[src/hw/pipc_defines.vh]
/*
 * Register offsets, field positions and reset values for the pin interrupt
 * and port control block.
 * Assumes inclusion by bare name from the design files; definitions only.
 */
`ifndef PIPC_DEFINES_VH
`define PIPC_DEFINES_VH

// Register offsets on the plain register port.
`define PIPC_ADDR_W           4
`define PIPC_OFS_A_DATA       4'h0
`define PIPC_OFS_A_DIR        4'h1
`define PIPC_OFS_A_PULL       4'h2
`define PIPC_OFS_A_STAT       4'h3
`define PIPC_OFS_A_SEL        4'h4
`define PIPC_OFS_A_EDGE       4'h5
`define PIPC_OFS_B_PULL       4'h6
`define PIPC_OFS_B_STAT       4'h7
`define PIPC_OFS_B_SEL        4'h8
`define PIPC_OFS_B_EDGE       4'h9

// Status and control field positions.
`define PIPC_SC_MODE          0
`define PIPC_SC_IE            1
`define PIPC_SC_ACK           2
`define PIPC_SC_IF            3

// Reset values.
`define PIPC_RST_NIBBLE       4'h0
`define PIPC_RST_BYTE         8'h00

`endif

[src/hw/pipc_port_irq.v]
/*
 * One four-pin interrupt port: synchroniser, edge and level detection,
 * sticky flag with acknowledge and the interrupt request.
 * Assumes a synchronous reset copy and one-cycle acknowledge pulses.
 */
`timescale 1ns/100ps
`default_nettype none
`include "pipc_defines.vh"

module pipc_port_irq #(
   parameter PINS = 4
) (
   input  wire            clk_in,
   input  wire            rst_n_in,
   input  wire [PINS-1:0] pin_in,
   input  wire [PINS-1:0] sel_in,
   input  wire [PINS-1:0] edge_sel_in,
   input  wire            mode_in,
   input  wire            irq_enable_in,
   input  wire            ack_in,
   output wire [PINS-1:0] pin_sync_out,
   output reg             flag_out,
   output reg             irq_out
);

   reg  [PINS-1:0] meta_q;
   reg  [PINS-1:0] sync_q;
   reg  [PINS-1:0] prev_q;
   wire [PINS-1:0] norm_now;
   wire [PINS-1:0] norm_prev;
   wire [PINS-1:0] edge_hit;
   wire [PINS-1:0] level_hit;
   wire            set_flag;
   wire            clr_flag;

   // Two flops guard against metastability; sync_q and its delayed copy prev_q feed detection.
   always @(posedge clk_in or negedge rst_n_in) begin
      if (!rst_n_in) begin
         meta_q <= `PIPC_RST_NIBBLE;
         sync_q <= `PIPC_RST_NIBBLE;
         prev_q <= `PIPC_RST_NIBBLE;
      end else begin
         meta_q <= pin_in;
         sync_q <= meta_q;
         prev_q <= sync_q;
      end
   end

   assign pin_sync_out = sync_q;

   // Invert low-active pins so asserted always reads as one.
   assign norm_now  = sync_q ^ ~edge_sel_in;
   assign norm_prev = prev_q ^ ~edge_sel_in;

   // An edge needs a deasserted sample followed by an asserted one.
   assign edge_hit  = sel_in & norm_now & ~norm_prev;
   assign level_hit = sel_in & norm_now;
   assign set_flag  = (|edge_hit) | (mode_in & (|level_hit));
   // In level mode an asserted selected pin blocks the acknowledge.
   assign clr_flag  = ack_in & ~(mode_in & (|level_hit));

   // Set wins over clear so an event in the acknowledge cycle is kept.
   always @(posedge clk_in or negedge rst_n_in) begin
      if (!rst_n_in) begin
         flag_out <= 1'b0;
         irq_out  <= 1'b0;
      end else begin
         if (set_flag) begin
            flag_out <= 1'b1;
         end else if (clr_flag) begin
            flag_out <= 1'b0;
         end
         irq_out <= irq_enable_in & (flag_out | set_flag);
      end
   end

endmodule
`default_nettype wire

[src/hw/pipc_top.v]
/*
 * Pin interrupt logic for two four-pin ports plus the data and direction
 * registers of the first port, behind a plain register port.
 * Assumes asynchronous pin inputs, one-cycle strobes that never overlap,
 * and an outside pad that resolves drive, pull-up and pull-down.
 */
// Decided for this implementation: the address-and-strobe port and the placing of the registers.
`timescale 1ns/100ps
`default_nettype none
`include "pipc_defines.vh"

module pipc_top #(
   parameter PINS = 4
) (
   input  wire                    mclk_in,
   input  wire                    rst_n_in,
   input  wire [`PIPC_ADDR_W-1:0] addr_in,
   input  wire [7:0]              wdata_in,
   input  wire                    wr_in,
   input  wire                    rd_in,
   output reg  [7:0]              rdata_out,
   input  wire [PINS-1:0]         port_a_pin_in,
   output reg  [PINS-1:0]         port_a_pin_out,
   output reg  [PINS-1:0]         port_a_pin_oe_out,
   output reg  [PINS-1:0]         port_a_pull_up_out,
   output reg  [PINS-1:0]         port_a_pull_down_out,
   input  wire [PINS-1:0]         port_b_pin_in,
   output reg  [PINS-1:0]         port_b_pull_up_out,
   output reg  [PINS-1:0]         port_b_pull_down_out,
   output reg                     irq_a_out,
   output reg                     irq_b_out,
   output reg                     wake_out
);

   reg             rst_meta_q;
   reg             rst_sync_q;
   reg [PINS-1:0]  data_q;
   reg [PINS-1:0]  dir_q;
   reg [PINS-1:0]  pull_a_q;
   reg [PINS-1:0]  pull_b_q;
   reg [PINS-1:0]  sel_a_q;
   reg [PINS-1:0]  sel_b_q;
   reg [PINS-1:0]  edge_a_q;
   reg [PINS-1:0]  edge_b_q;
   reg             mode_a_q;
   reg             mode_b_q;
   reg             ie_a_q;
   reg             ie_b_q;
   reg [7:0]       rdata_d;
   wire            ack_a;
   wire            ack_b;
   wire            flag_a;
   wire            flag_b;
   wire            irq_a;
   wire            irq_b;
   wire [PINS-1:0] sync_a;
   wire [PINS-1:0] sync_b;
   wire [PINS-1:0] read_a;

   // Reset is asserted at once but released through two flops.
   always @(posedge mclk_in or negedge rst_n_in) begin
      if (!rst_n_in) begin
         rst_meta_q <= 1'b0;
         rst_sync_q <= 1'b0;
      end else begin
         rst_meta_q <= 1'b1;
         rst_sync_q <= rst_meta_q;
      end
   end

   // Acknowledge is a write pulse of one to the ack field; it is never stored.
   assign ack_a = wr_in & (addr_in == `PIPC_OFS_A_STAT) & wdata_in[`PIPC_SC_ACK];
   assign ack_b = wr_in & (addr_in == `PIPC_OFS_B_STAT) & wdata_in[`PIPC_SC_ACK];

   // Register writes; the flag field is not writable from software.
   always @(posedge mclk_in or negedge rst_sync_q) begin
      if (!rst_sync_q) begin
         data_q   <= `PIPC_RST_NIBBLE;
         dir_q    <= `PIPC_RST_NIBBLE;
         pull_a_q <= `PIPC_RST_NIBBLE;
         pull_b_q <= `PIPC_RST_NIBBLE;
         sel_a_q  <= `PIPC_RST_NIBBLE;
         sel_b_q  <= `PIPC_RST_NIBBLE;
         edge_a_q <= `PIPC_RST_NIBBLE;
         edge_b_q <= `PIPC_RST_NIBBLE;
         mode_a_q <= 1'b0;
         mode_b_q <= 1'b0;
         ie_a_q   <= 1'b0;
         ie_b_q   <= 1'b0;
      end else if (wr_in) begin
         if (addr_in == `PIPC_OFS_A_DATA) begin
            data_q <= wdata_in[PINS-1:0];
         end else if (addr_in == `PIPC_OFS_A_DIR) begin
            dir_q <= wdata_in[PINS-1:0];
         end else if (addr_in == `PIPC_OFS_A_PULL) begin
            pull_a_q <= wdata_in[PINS-1:0];
         end else if (addr_in == `PIPC_OFS_A_STAT) begin
            mode_a_q <= wdata_in[`PIPC_SC_MODE];
            ie_a_q   <= wdata_in[`PIPC_SC_IE];
         end else if (addr_in == `PIPC_OFS_A_SEL) begin
            sel_a_q <= wdata_in[PINS-1:0];
         end else if (addr_in == `PIPC_OFS_A_EDGE) begin
            edge_a_q <= wdata_in[PINS-1:0];
         end else if (addr_in == `PIPC_OFS_B_PULL) begin
            pull_b_q <= wdata_in[PINS-1:0];
         end else if (addr_in == `PIPC_OFS_B_STAT) begin
            mode_b_q <= wdata_in[`PIPC_SC_MODE];
            ie_b_q   <= wdata_in[`PIPC_SC_IE];
         end else if (addr_in == `PIPC_OFS_B_SEL) begin
            sel_b_q <= wdata_in[PINS-1:0];
         end else if (addr_in == `PIPC_OFS_B_EDGE) begin
            edge_b_q <= wdata_in[PINS-1:0];
         end
      end
   end

   // One detector per interrupt port; both serve as wake sources.
   pipc_port_irq #(
      .PINS          (PINS)
   ) u_port_a (
      .clk_in        (mclk_in),
      .rst_n_in      (rst_sync_q),
      .pin_in        (port_a_pin_in),
      .sel_in        (sel_a_q),
      .edge_sel_in   (edge_a_q),
      .mode_in       (mode_a_q),
      .irq_enable_in (ie_a_q),
      .ack_in        (ack_a),
      .pin_sync_out  (sync_a),
      .flag_out      (flag_a),
      .irq_out       (irq_a)
   );

   pipc_port_irq #(
      .PINS          (PINS)
   ) u_port_b (
      .clk_in        (mclk_in),
      .rst_n_in      (rst_sync_q),
      .pin_in        (port_b_pin_in),
      .sel_in        (sel_b_q),
      .edge_sel_in   (edge_b_q),
      .mode_in       (mode_b_q),
      .irq_enable_in (ie_b_q),
      .ack_in        (ack_b),
      .pin_sync_out  (sync_b),
      .flag_out      (flag_b),
      .irq_out       (irq_b)
   );

   // Inputs read the synchronised pin, outputs read back the latch.
   assign read_a = (dir_q & data_q) | (~dir_q & sync_a);

   // Read mux; unused bits and the acknowledge field read as zero.
   always @* begin
      rdata_d = `PIPC_RST_BYTE;
      if (addr_in == `PIPC_OFS_A_DATA) begin
         rdata_d[PINS-1:0] = read_a;
      end else if (addr_in == `PIPC_OFS_A_DIR) begin
         rdata_d[PINS-1:0] = dir_q;
      end else if (addr_in == `PIPC_OFS_A_PULL) begin
         rdata_d[PINS-1:0] = pull_a_q;
      end else if (addr_in == `PIPC_OFS_A_STAT) begin
         rdata_d[`PIPC_SC_MODE] = mode_a_q;
         rdata_d[`PIPC_SC_IE]   = ie_a_q;
         rdata_d[`PIPC_SC_IF]   = flag_a;
      end else if (addr_in == `PIPC_OFS_A_SEL) begin
         rdata_d[PINS-1:0] = sel_a_q;
      end else if (addr_in == `PIPC_OFS_A_EDGE) begin
         rdata_d[PINS-1:0] = edge_a_q;
      end else if (addr_in == `PIPC_OFS_B_PULL) begin
         rdata_d[PINS-1:0] = pull_b_q;
      end else if (addr_in == `PIPC_OFS_B_STAT) begin
         rdata_d[`PIPC_SC_MODE] = mode_b_q;
         rdata_d[`PIPC_SC_IE]   = ie_b_q;
         rdata_d[`PIPC_SC_IF]   = flag_b;
      end else if (addr_in == `PIPC_OFS_B_SEL) begin
         rdata_d[PINS-1:0] = sel_b_q;
      end else if (addr_in == `PIPC_OFS_B_EDGE) begin
         rdata_d[PINS-1:0] = edge_b_q;
      end
   end

   // All outputs come from flops; pad controls lag registers by one cycle.
   // Nothing here is cleared by a stop state, so pin latches simply hold.
   always @(posedge mclk_in or negedge rst_sync_q) begin
      if (!rst_sync_q) begin
         rdata_out            <= `PIPC_RST_BYTE;
         port_a_pin_out       <= `PIPC_RST_NIBBLE;
         port_a_pin_oe_out    <= `PIPC_RST_NIBBLE;
         port_a_pull_up_out   <= `PIPC_RST_NIBBLE;
         port_a_pull_down_out <= `PIPC_RST_NIBBLE;
         port_b_pull_up_out   <= `PIPC_RST_NIBBLE;
         port_b_pull_down_out <= `PIPC_RST_NIBBLE;
         irq_a_out            <= 1'b0;
         irq_b_out            <= 1'b0;
         wake_out             <= 1'b0;
      end else begin
         rdata_out            <= rd_in ? rdata_d : `PIPC_RST_BYTE;
         port_a_pin_out       <= data_q;
         port_a_pin_oe_out    <= dir_q;
         // Pulls are off on driven pins; polarity follows edge select.
         port_a_pull_up_out   <= pull_a_q & ~dir_q & ~edge_a_q;
         port_a_pull_down_out <= pull_a_q & ~dir_q & edge_a_q;
         port_b_pull_up_out   <= pull_b_q & ~edge_b_q;
         port_b_pull_down_out <= pull_b_q & edge_b_q;
         irq_a_out            <= irq_a;
         irq_b_out            <= irq_b;
         // Wake is the raw flag so it works with the CPU masked.
         wake_out             <= flag_a | flag_b;
      end
   end

endmodule
`default_nettype wire

[config.mk]
export PLATFORM = sky130hd
export DESIGN_NAME = pipc_top
export DESIGN_NICKNAME = d
export VERILOG_FILES = /design/src/hw/pipc_port_irq.v /design/src/hw/pipc_top.v
export VERILOG_INCLUDE_DIRS = /design/src /design/src/hw
export SDC_FILE = /design/constraint.sdc
export NUM_CORES = 1
export LEC_CHECK = 0
export BUFFER_PORTS_ARGS = -buffer_cell sky130_fd_sc_hd__buf_2
export CAP_MARGIN = 20
export CORE_MARGIN = 2
export CORE_UTILIZATION = 55
export CTS_CLUSTER_SIZE = 24
export DETAILED_ROUTE_END_ITERATION = 12
export PLACE_DENSITY = 0.77
export SYNTH_ARGS = -nofsm -noshare
export SYNTH_HDL_FRONTEND = slang
export SYNTH_SLANG_ARGS = --single-unit
[constraint.sdc]
create_clock -name mclk_in -period 6 [get_ports mclk_in]
set_input_delay 0.6 -clock mclk_in [delete_from_list [all_inputs] [get_ports mclk_in]]
set_output_delay 0.6 -clock mclk_in [all_outputs]
set_load 0.005 [all_outputs]
==> impl_metrics.toml, run 1 <==
[outcome]
status = "complete, no violations"

[clocking]
path_clk_slew_ps = 90
cts_tree = "yes"
clock-sinks = 97
cts_inserted_buffers = 9
h-tree-depth = 3
cts-root-buf = "clkbuf_8"
clk_latency_ps = 360
cts.path.max_buffers = 2

[detailed_routing]
drc = 0
via_count = 2542
avgRoutedWirePerCell_um = 16.4
wl_um = 7590
first_pass_iters = 4
drt_iter0_markers = 123
detail_route.vias_per_cell = 5.50
ant_nets = 0

[place]
port_buffers = 50
hpwl_um = 5260
dp.cells = 445
routabilityCongestion = 0.927

[power_and_ir_drop]
p_sw_w = 0.000423
sw_frac_of_total_pct = 28.0
vdd_drop_max_mv = 0.170
pwr-share-comb_pct = 15.9
powerDensity_nw_per_um2 = 338
seq_power_share_pct = 56.1
clockPowerShare_pct = 27.9
internal_power_w = 0.00109
total_power_w = 0.00151
p_leak_nw = 2.06

[die]
design.die.area_um2 = 7920
core_um2 = 6910
num_rows = 30
start_util_pct = 57.5
die_w_um = 89.0
pin_count = 59
die-height_um = 89.0

[layout]
n_fill_cell = 566
diodes = 0
final_core_utilization_pct = 64.8
nNetsFinal = 385
stdcell_count = 462
final_common_cell = "dfrtp_1"
final_cell_mix = "96 x dfrtp_1, 50 x buf_2, 35 x mux2_2, 19 x nand2_1"
area_growth_pct = 12.7
drive_gt1_share_pct = 29.8

[global_routing]
grt_first_pass_wirelength_um = 12400
grt_pass1_vias = 2509
grt_use_total_pct = 21.1
grt.overflow.total = 0
grt_max_degree = 59
antenna_found_initial = 0

[job]
max_cap_violations = 0

[critical_path]
arrival_ps = 2170
cp.required_ps = 6260
crit_family = "simple AND/OR/NAND/NOR gates"
slowest_stage = "nor2_1"
worstPathCellList = "buf_2 -> and2b_1 -> nand2_1 -> nor2_1 -> mux2_2"
critical_path_class = "primary input to flop"
worst_setup_path_end_kind = "flop"
worstPathMaxFanout = 21
cp-start-kind = "primary input"
cpPeakStageDelay_ps = 440
path_buf_inv = 1

[logic_synthesis]
synth-main-ff-cell = "dfrtp_1"
syn_area_per_cell_um2 = 12.8
syn_area_um2 = 3970
synthDistinctLibCells = 41
synth_cells = 310
synth-edff-count = 0
ys_warn_count = 0
ys_ff_latch = 97
ys_seq_area_share_pct = 61.1
async_flop_share_pct = 100

[sta]
rsz0062_at_grt = "no"
period_minus_slack_ps = 1910
period_share_pct = 31.9
fin_skew_ps = 6.20
finalHoldViolations = 0
setup_viol = 0
fin_tns_setup_ps = 0
slew-limit-headroom_pct = 53.1
tightest_slew_ps = 703
drv_slew = 0
max_freq_mhz = 523

[worst_hold_path]
worstHoldPathType = "flop to async pin"
-- cell usage after synthesis (4+ instances only) --
cell type  count  area share, %
a21oi_1        9            1.1
a22oi_1        5           0.95
and2_1         4           0.63
and3_1         4           0.63
buf_4          9            1.7
dfrtp_1       97             61
inv_1          6           0.57
mux2_2        35            9.9
mux2i_1       13            3.3
nand2_1       19            1.8
nand2b_1       6           0.95
nor2_1        13            1.2
nor2b_1        9            1.4
nor3_1         5           0.63
nor3b_1        9            1.7
o21ai_0       13            1.6
o22ai_1        6           0.95
xnor2_1        8            1.8
-- layer usage --
metal  GRT usage (%)  part of all wire, %  up-vias
li1                -                    -     1180
met1            28.8                   44     1273
met2            32.5                   48       77
met3            6.83                  5.6       12
met4            6.78                  1.7        0
met5               0                    0        -
-- final timing paths --
kind / start / end / slack (ps) / depth (start not counted)
min: rst_sync_q$_DFF_PN0_ / u_port_b.meta_q[0]$_DFF_PN0_ / 290 / 0
max reg2reg: edge_a_q[3]$_DFFE_PN0P_ / u_port_a.irq_out$_DFF_PN0_ / 4550 / 4
max: addr_in[2] / edge_a_q[0]$_DFFE_PN0P_ / 4090 / 5
min reg2reg: rst_sync_q$_DFF_PN0_ / u_port_b.meta_q[0]$_DFF_PN0_ / 290 / 0
min in group mclk_in: port_a_pin_in[3] / u_port_a.meta_q[3]$_DFF_PN0_ / 340 / 1
max in group asynchronous: rst_sync_q$_DFF_PN0_ / port_b_pull_down_out[0]$_DFF_PN0_ / 4640 / 1
-- layout make-up --
class / count / area [um^2] / area share, %
clock inverters: 7 / 77.6 / 1.73
clock buffers: 9 / 124 / 2.77
well taps: 96 / 120 / 2.68
repair buffers: 52 / 268 / 5.98
inverters: 6 / 22.5 / 0.503
multi-input cells: 195 / 1430 / 32.0
flip-flops and latches: 97 / 2430 / 54.3
-- through the flow --
step           area (um^2)  hold slack, ps  setup WS (ps)
2_1_floorplan         3980             304           3100
3_3_place_gp          4260             294           3730
3_5_place_dp          4260             301           3730
4_1_cts               4470             314           4110
5_1_grt               4470             309           4020
6_report              4470             289           4090
-- state kept, by name, summed over array words and instances (netlist names), 4 cells and up --
register	flops
data_q	4
dir_q	4
edge_a_q	4
edge_b_q	4
port_a_pin_oe_out	4
port_a_pin_out	4
port_a_pull_down_out	4
port_a_pull_up_out	4
port_b_pull_down_out	4
port_b_pull_up_out	4
pull_a_q	4
pull_b_q	4
rdata_out	4
sel_a_q	4
sel_b_q	4
u_port_a.meta_q	4
u_port_a.pin_sync_out	4
u_port_a.prev_q	4
u_port_b.meta_q	4
u_port_b.pin_sync_out	4
u_port_b.prev_q	4
-- kinds of logic (layout without fill, tap and decap cells) --
group,count (synthesis),after routing,synth area share (%)
DFF,97,97,61.1
and+or+nand+nor,89,89,13.4
muxes,48,48,13.2
AOI/OAI and AO/OA,45,45,7.22
buffers and inverters,21,74,3.12
xor gates and xnor gates,8,8,1.76
other,2,5,0.189
-- timing repair --
action | in CTS | in global routing
setup buffers | 0 | 0
resized for setup | 0 | 0
endpoints found under the hold margin | 2 | 0
hold buffers | 1 | 0
-- power by group through the flow --
stage	logic, W	clock network [W]	registers (W)
after floorplan	0.000160	0	0.000848
after global placement	0.000234	0	0.000856
after detailed placement	0.000241	0	0.000862
after CTS	0.000243	0.000433	0.000849
after global routing	0.000268	0.000461	0.000866
final	0.000241	0.000423	0.000849
-- worst reg2reg max path: cells and delay by family (launching register included) --
family / cells / cell delay (ps)
compound gates: 2 / 530
flops: 1 / 460
simple gates: 2 / 350
(Power assumes the default switching activity.)
==> inputs of run 2 (changes only) <==
--- a/config.mk
+++ b/config.mk
@@ -6,13 +6,14 @@
 export SDC_FILE = /design/constraint.sdc
 export NUM_CORES = 1
 export LEC_CHECK = 0
+export ABC_AREA = 1
 export BUFFER_PORTS_ARGS = -buffer_cell sky130_fd_sc_hd__buf_2
 export CAP_MARGIN = 20
 export CORE_MARGIN = 2
-export CORE_UTILIZATION = 55
+export CORE_UTILIZATION = 50
 export CTS_CLUSTER_SIZE = 24
 export DETAILED_ROUTE_END_ITERATION = 12
-export PLACE_DENSITY = 0.77
+export PLACE_DENSITY = 0.74
 export SYNTH_ARGS = -nofsm -noshare
 export SYNTH_HDL_FRONTEND = slang
 export SYNTH_SLANG_ARGS = --single-unit
==> constraint.sdc (replaced) <==
create_clock -name mclk_in -period 1.6 [get_ports mclk_in]
set_input_delay 0.16 -clock mclk_in [delete_from_list [all_inputs] [get_ports mclk_in]]
set_output_delay 0.16 -clock mclk_in [all_outputs]
set_load 0.005 [all_outputs]
==> run 2 against run 1 <==
  * Core utilization is 3.4 points lower
  * Clock power grew to 4.3 times the previous value
  * Via count is 9.3% higher
  * Die area is 4.8% higher
  * Cell area hardly changed
  * Largest cell class unchanged
  * Global-route usage is 1.2 points lower
  * Register-to-register slack worse by 4400 ps
  * Sequential power grew to 3.7 times the previous value
  * Sequential cell count stayed put
  * Total power grew to 3.8 times the previous value
  * Highest routed layer unchanged
  * Critical path depth is 2 higher
==> impl_metrics.toml, run 2 <==
[place]
dp.cells = 540
place_worst_setup_slack_ps = 216
hpwl_um = 5390
port_buffers = 50
routabilityCongestion = 0.975
placed_area_um2 = 4160

[detailed_routing]
detail_route.vias_per_cell = 4.94
first_pass_iters = 4
ant_nets = 0
drt_iter0_markers = 202
via_count = 2779
wl_um = 7610
avgRoutedWirePerCell_um = 13.5
drc = 0

[power_and_ir_drop]
internal_power_w = 0.00418
p_leak_nw = 2.31
p_sw_w = 0.00156
clockPowerShare_pct = 32.0
seq_power_share_pct = 54.2
powerDensity_nw_per_um2 = 1280
vdd_drop_max_mv = 0.687
sw_frac_of_total_pct = 27.1
pwr-share-comb_pct = 13.8
total_power_w = 0.00574

[die]
die_w_um = 91.1
design.die.area_um2 = 8290
core_um2 = 7290
die-height_um = 91.1
start_util_pct = 52.0
pin_count = 59
num_rows = 31

[clocking]
ctsResizeCount = 0
cts_inserted_buffers = 9
postCtsSetupBuffers = 0
cts_tree = "yes"
cts-root-buf = "clkbuf_8"
path_clk_slew_ps = 90
clk_latency_ps = 360
h-tree-depth = 3
ctsHoldBuffers = 9
cts.path.max_buffers = 2
clock-sinks = 97

[logic_synthesis]
ys_ff_latch = 97
synth-edff-count = 0
synthDistinctLibCells = 21
synth_cells = 395
yosysTopAreaCell = "dfrtp_1"
ys_warn_count = 0
synthTopCellsByCount = "109 x nand2_1, 97 x dfrtp_1, 45 x o21ai_0, 38 x inv_1, 27 x nor2_1"
synth_top_area_share_pct = 64.0
synth_area_leaders = "dfrtp_1 64%, nand2_1 11%, o21ai_0 5.9%, inv_1 3.8%, xnor2_1 2.8%"
async_flop_share_pct = 100
syn_area_per_cell_um2 = 9.60
syn_area_um2 = 3790
post-synth-top-count-cell = "nand2_1"
synth-main-ff-cell = "dfrtp_1"
ys_seq_area_share_pct = 64.0

[global_routing]
antenna_found_initial = 0
grt_pass1_vias = 2742
grt_first_pass_wirelength_um = 12800
grt.overflow.total = 0
grt_max_degree = 50
grt_use_total_pct = 20.0

[critical_path]
rr_worst_depth = 7
arrival_ps = 1660
worst_setup_path_end_kind = "flop"
cp.required_ps = 1860
r2r-start = "edge_a_q[2]$_DFFE_PN0P_"
critical_path_class = "flop to flop"
worstPathMaxFanout = 6
r2r_end = "u_port_a.irq_out$_DFF_PN0_"
cp-start-kind = "flop"
reg2reg_slack_ps = 200

[layout]
stdcell_count = 563
drive_gt1_share_pct = 16.6
fin_area_um2 = 4480
final_common_cell = "nand2_1"
area_growth_pct = 18.1
nNetsFinal = 485
final_cell_mix = "109 x nand2_1, 96 x dfrtp_1, 50 x buf_2, 45 x o21ai_0, 38 x inv_1"
diodes = 0

[worst_hold_path]
hold_depth = 3
hold_end = "rdata_out[3]$_DFF_PN0_"
worstHoldPathType = "primary input to flop"
min-delay-start = "rd_in"

[sta]
fin_skew_ps = 10.1
finalHoldViolations = 0
max_freq_mhz = 712
period_share_pct = 87.7
period_minus_slack_ps = 1400
timing.final.ws_setup_ps = 196
fin_tns_setup_ps = 0
setup_viol = 0
drv_slew = 0
rsz0062_at_grt = "no"

[job]
max_cap_violations = 0

[outcome]
status = "complete, no violations"
==> run 2: routing by layer <==
layer | vias up | part of all wire (%) | track usage (%)
li1 | 1364 | - | -
met4 | 0 | 1.9 | 8.08
met2 | 84 | 46 | 30.9
met3 | 17 | 6.5 | 5.64
met1 | 1314 | 46 | 26.7
met5 | - | 0 | 0
==> run 2: cells by family (layout without fill, tap and decap cells) <==
| family | count (synthesis) | after routing | share of synthesized area [%] |
|---|---|---|---|
| other | 2 | 5 | 0.198 |
| flip-flops | 97 | 97 | 64.0 |
| AO/OA/AOI/OAI | 53 | 53 | 7.26 |
| XOR/XNOR | 16 | 16 | 3.70 |
| buffers and inverters | 52 | 118 | 5.68 |
| AND/OR/NAND/NOR | 175 | 175 | 19.1 |
==> run 2: worst max-delay path, stage by stage (launching register included) <==
cell and delay (ps):
dfrtp_1 510, xnor2_1 200, nand3_1 90, o21ai_0 70, nor2_1 220, nand3_1 110, nand2_1 70, inv_1 30
==> run 2: final cells by class <==
class	instances	area [um^2]
clock inverter	5	106
inverter	42	158
fill	641	2810
sequential	97	2430
multi-input combinational	249	1160
tap	99	124
clock buffer	9	124
timing repair buffer	62	375
==> run 2: per-stage QoR <==
step,util (%),hold WS (ps)
5_1_grt,61.4,65.9
3_3_place_gp,57.0,-53.4
6_report,61.4,74.6
3_5_place_dp,57.0,-51.2
2_1_floorplan,-,-136
4_1_cts,61.4,57.5
==> run 2: power groups by stage <==
stage | clock, W | combinational, W | sequential, W
after floorplan | 0 | 0.000511 | 0.00308
after global placement | 0 | 0.000754 | 0.00314
after detailed placement | 0 | 0.000776 | 0.00316
after CTS | 0.00186 | 0.000799 | 0.00311
after global routing | 0.00197 | 0.000905 | 0.00316
final | 0.00183 | 0.000794 | 0.00311
==> run 2: worst max path at each step <==
stage | start | endpoint | slack [ps]
2_1_floorplan | edge_b_q[2]$_DFFE_PN0P_ | u_port_b.irq_out$_DFF_PN0_ | 450
3_3_place_gp | edge_a_q[2]$_DFFE_PN0P_ | u_port_a.irq_out$_DFF_PN0_ | 240
3_5_place_dp | addr_in[3] | rdata_out[3]$_DFF_PN0_ | 220
4_1_cts | edge_a_q[2]$_DFFE_PN0P_ | u_port_a.irq_out$_DFF_PN0_ | 200
5_1_grt | edge_a_q[2]$_DFFE_PN0P_ | u_port_a.irq_out$_DFF_PN0_ | 90
6_report | edge_a_q[2]$_DFFE_PN0P_ | u_port_a.irq_out$_DFF_PN0_ | 200
==> inputs of run 3 (changes only) <==
==> constraint.sdc (replaced) <==
create_clock -name mclk_in -period 1.6 [get_ports mclk_in]
set_input_delay 0.08 -clock mclk_in [delete_from_list [all_inputs] [get_ports mclk_in]]
set_output_delay 0.08 -clock mclk_in [all_outputs]
set_load 0.005 [all_outputs]
==> run 3 against run 2 <==
  * Clock-buffer cell count grew 1
  * Critical path depth is the same
  * Core utilization shrank 0.12 points
  * Sequential power is essentially flat
  * Total power shrank 2.4%
  * Sequential share of layout area grew 0.11 points
  * Worst hold slack lost 46 ps
  * Critical endpoint unchanged
  * Largest cell class unchanged
==> impl_metrics.toml, run 3 (synthesis results as in run 2) <==
[sta]
max_freq_mhz = 714
period_share_pct = 87.5
finalHoldViolations = 0
timing.final.ws_setup_ps = 200
fin_tns_setup_ps = 0
rsz0062_at_grt = "no"
drv_slew = 0
fin_skew_ps = 11.1
period_minus_slack_ps = 1400
setup_viol = 0
timing.hold.ws_ps = 28.8

[layout]
stdcell_count = 565
multi_input_comb_area_um2 = 1160
n_fill_cell = 659
ff_latch_area_um2 = 2430
drive_gt1_share_pct = 16.5
final_cell_mix = "109 x nand2_1, 96 x dfrtp_1, 50 x buf_2, 45 x o21ai_0, 38 x inv_1"
diodes = 0
area_growth_pct = 17.9
nNetsFinal = 485
final_common_cell = "nand2_1"

[detailed_routing]
ant_nets = 0
via_count = 2757
wl_um = 7570
drc = 0
first_pass_iters = 5
detail_route.vias_per_cell = 4.88
avgRoutedWirePerCell_um = 13.4
drt_iter0_markers = 242
highest_layer = "met4"
met3_wirelength_um = 458
drt-met1-wl_um = 3390
wl_met2_um = 3610

[place]
dp.cells = 539
routabilityCongestion = 0.948
port_buffers = 50
place_worst_setup_slack_ps = 230
hpwl_um = 5310

[clocking]
postCtsSetupBuffers = 0
cts_inserted_buffers = 9
clk_latency_ps = 360
cts_tree = "yes"
path_clk_slew_ps = 90
clock-sinks = 97
cts-root-buf = "clkbuf_8"
cts.path.max_buffers = 2
h-tree-depth = 3

[critical_path]
arrival_ps = 1660
r2r_end = "u_port_a.irq_out$_DFF_PN0_"
cp.required_ps = 1860
cp-start-kind = "flop"
worst_setup_path_end_kind = "flop"
critical_path_class = "flop to flop"
r2r-start = "edge_a_q[2]$_DFFE_PN0P_"
worstPathMaxFanout = 6
startpoint = "edge_a_q[2]$_DFFE_PN0P_"
rr_worst_depth = 7
reg2reg_slack_ps = 200

[global_routing]
grt_first_pass_wirelength_um = 12600
antenna_found_initial = 0
grt.overflow.total = 0
grt_max_degree = 53
grt_use_total_pct = 19.7
grt_pass1_vias = 2672

[die]
die_w_um = 91.1
design.die.area_um2 = 8290
start_util_pct = 52.0
die-height_um = 91.1
num_rows = 31
pin_count = 59
core_um2 = 7290

[job]
max_cap_violations = 0

[outcome]
status = "complete, no violations"

[power_and_ir_drop]
powerDensity_nw_per_um2 = 1250
vdd_drop_max_mv = 0.594
p_leak_nw = 2.31

[worst_hold_path]
worstHoldPathType = "primary input to async pin"
run 3: worst max-delay path, cell delays in order, from the launching register on:
cell     delay (ps)
dfrtp_1         500
xnor2_1         190
nand3_1         100
o21ai_0          70
nor2_1          210
nand3_1         120
nand2_1          70
inv_1            30
run 3: worst max path at each step:
| stage | end | slack [ps] |
|---|---|---|
| floorplan | u_port_b.irq_out$_DFF_PN0_ | 450 |
| global route | u_port_a.irq_out$_DFF_PN0_ | 100 |
| detailed placement | u_port_a.irq_out$_DFF_PN0_ | 230 |
| finish | u_port_a.irq_out$_DFF_PN0_ | 200 |
| CTS | u_port_a.irq_out$_DFF_PN0_ | 210 |
| global placement | u_port_a.irq_out$_DFF_PN0_ | 260 |
run 3: final cells by class:
class	count	area share, %
clock inverters	6	2.04
flip-flops and latches	97	54.4
multi-input cells	249	26.0
clock buffers	10	2.86
well taps	99	2.77
repair buffers	62	8.45
inverters	42	3.53
run 3: metrics by stage:
stage	utilization, %	area [um^2]	power (W)
after CTS	61.3	4470	0.00563
after floorplan	-	3810	0.00359
after global placement	56.9	4150	0.00390
after global routing	61.3	4470	0.00591
after detailed placement	56.9	4150	0.00393
final	61.3	4470	0.00560
run 3: routing by layer:
metal | global-route usage (%) | vias to the layer above
met5 | 0 | -
met4 | 7.58 | 0
met3 | 3.65 | 10
met2 | 31.7 | 94
met1 | 26.6 | 1279
li1 | - | 1374
run 3: repair_timing:
item / CTS / global route
endpoints found under the setup margin: 0 / 0
hold buffers: 10 / 0
resized for setup: 0 / 0
endpoints found under the hold margin: 12 / 0
run 3: where the power goes:
group	total [W]	internal (W)	switching [W]
clock network	0.00170	0.000889	0.000816
registers	0.00310	0.00280	0.000298
logic	0.000795	0.000354	0.000441
total	0.00560	0.00405	0.00155
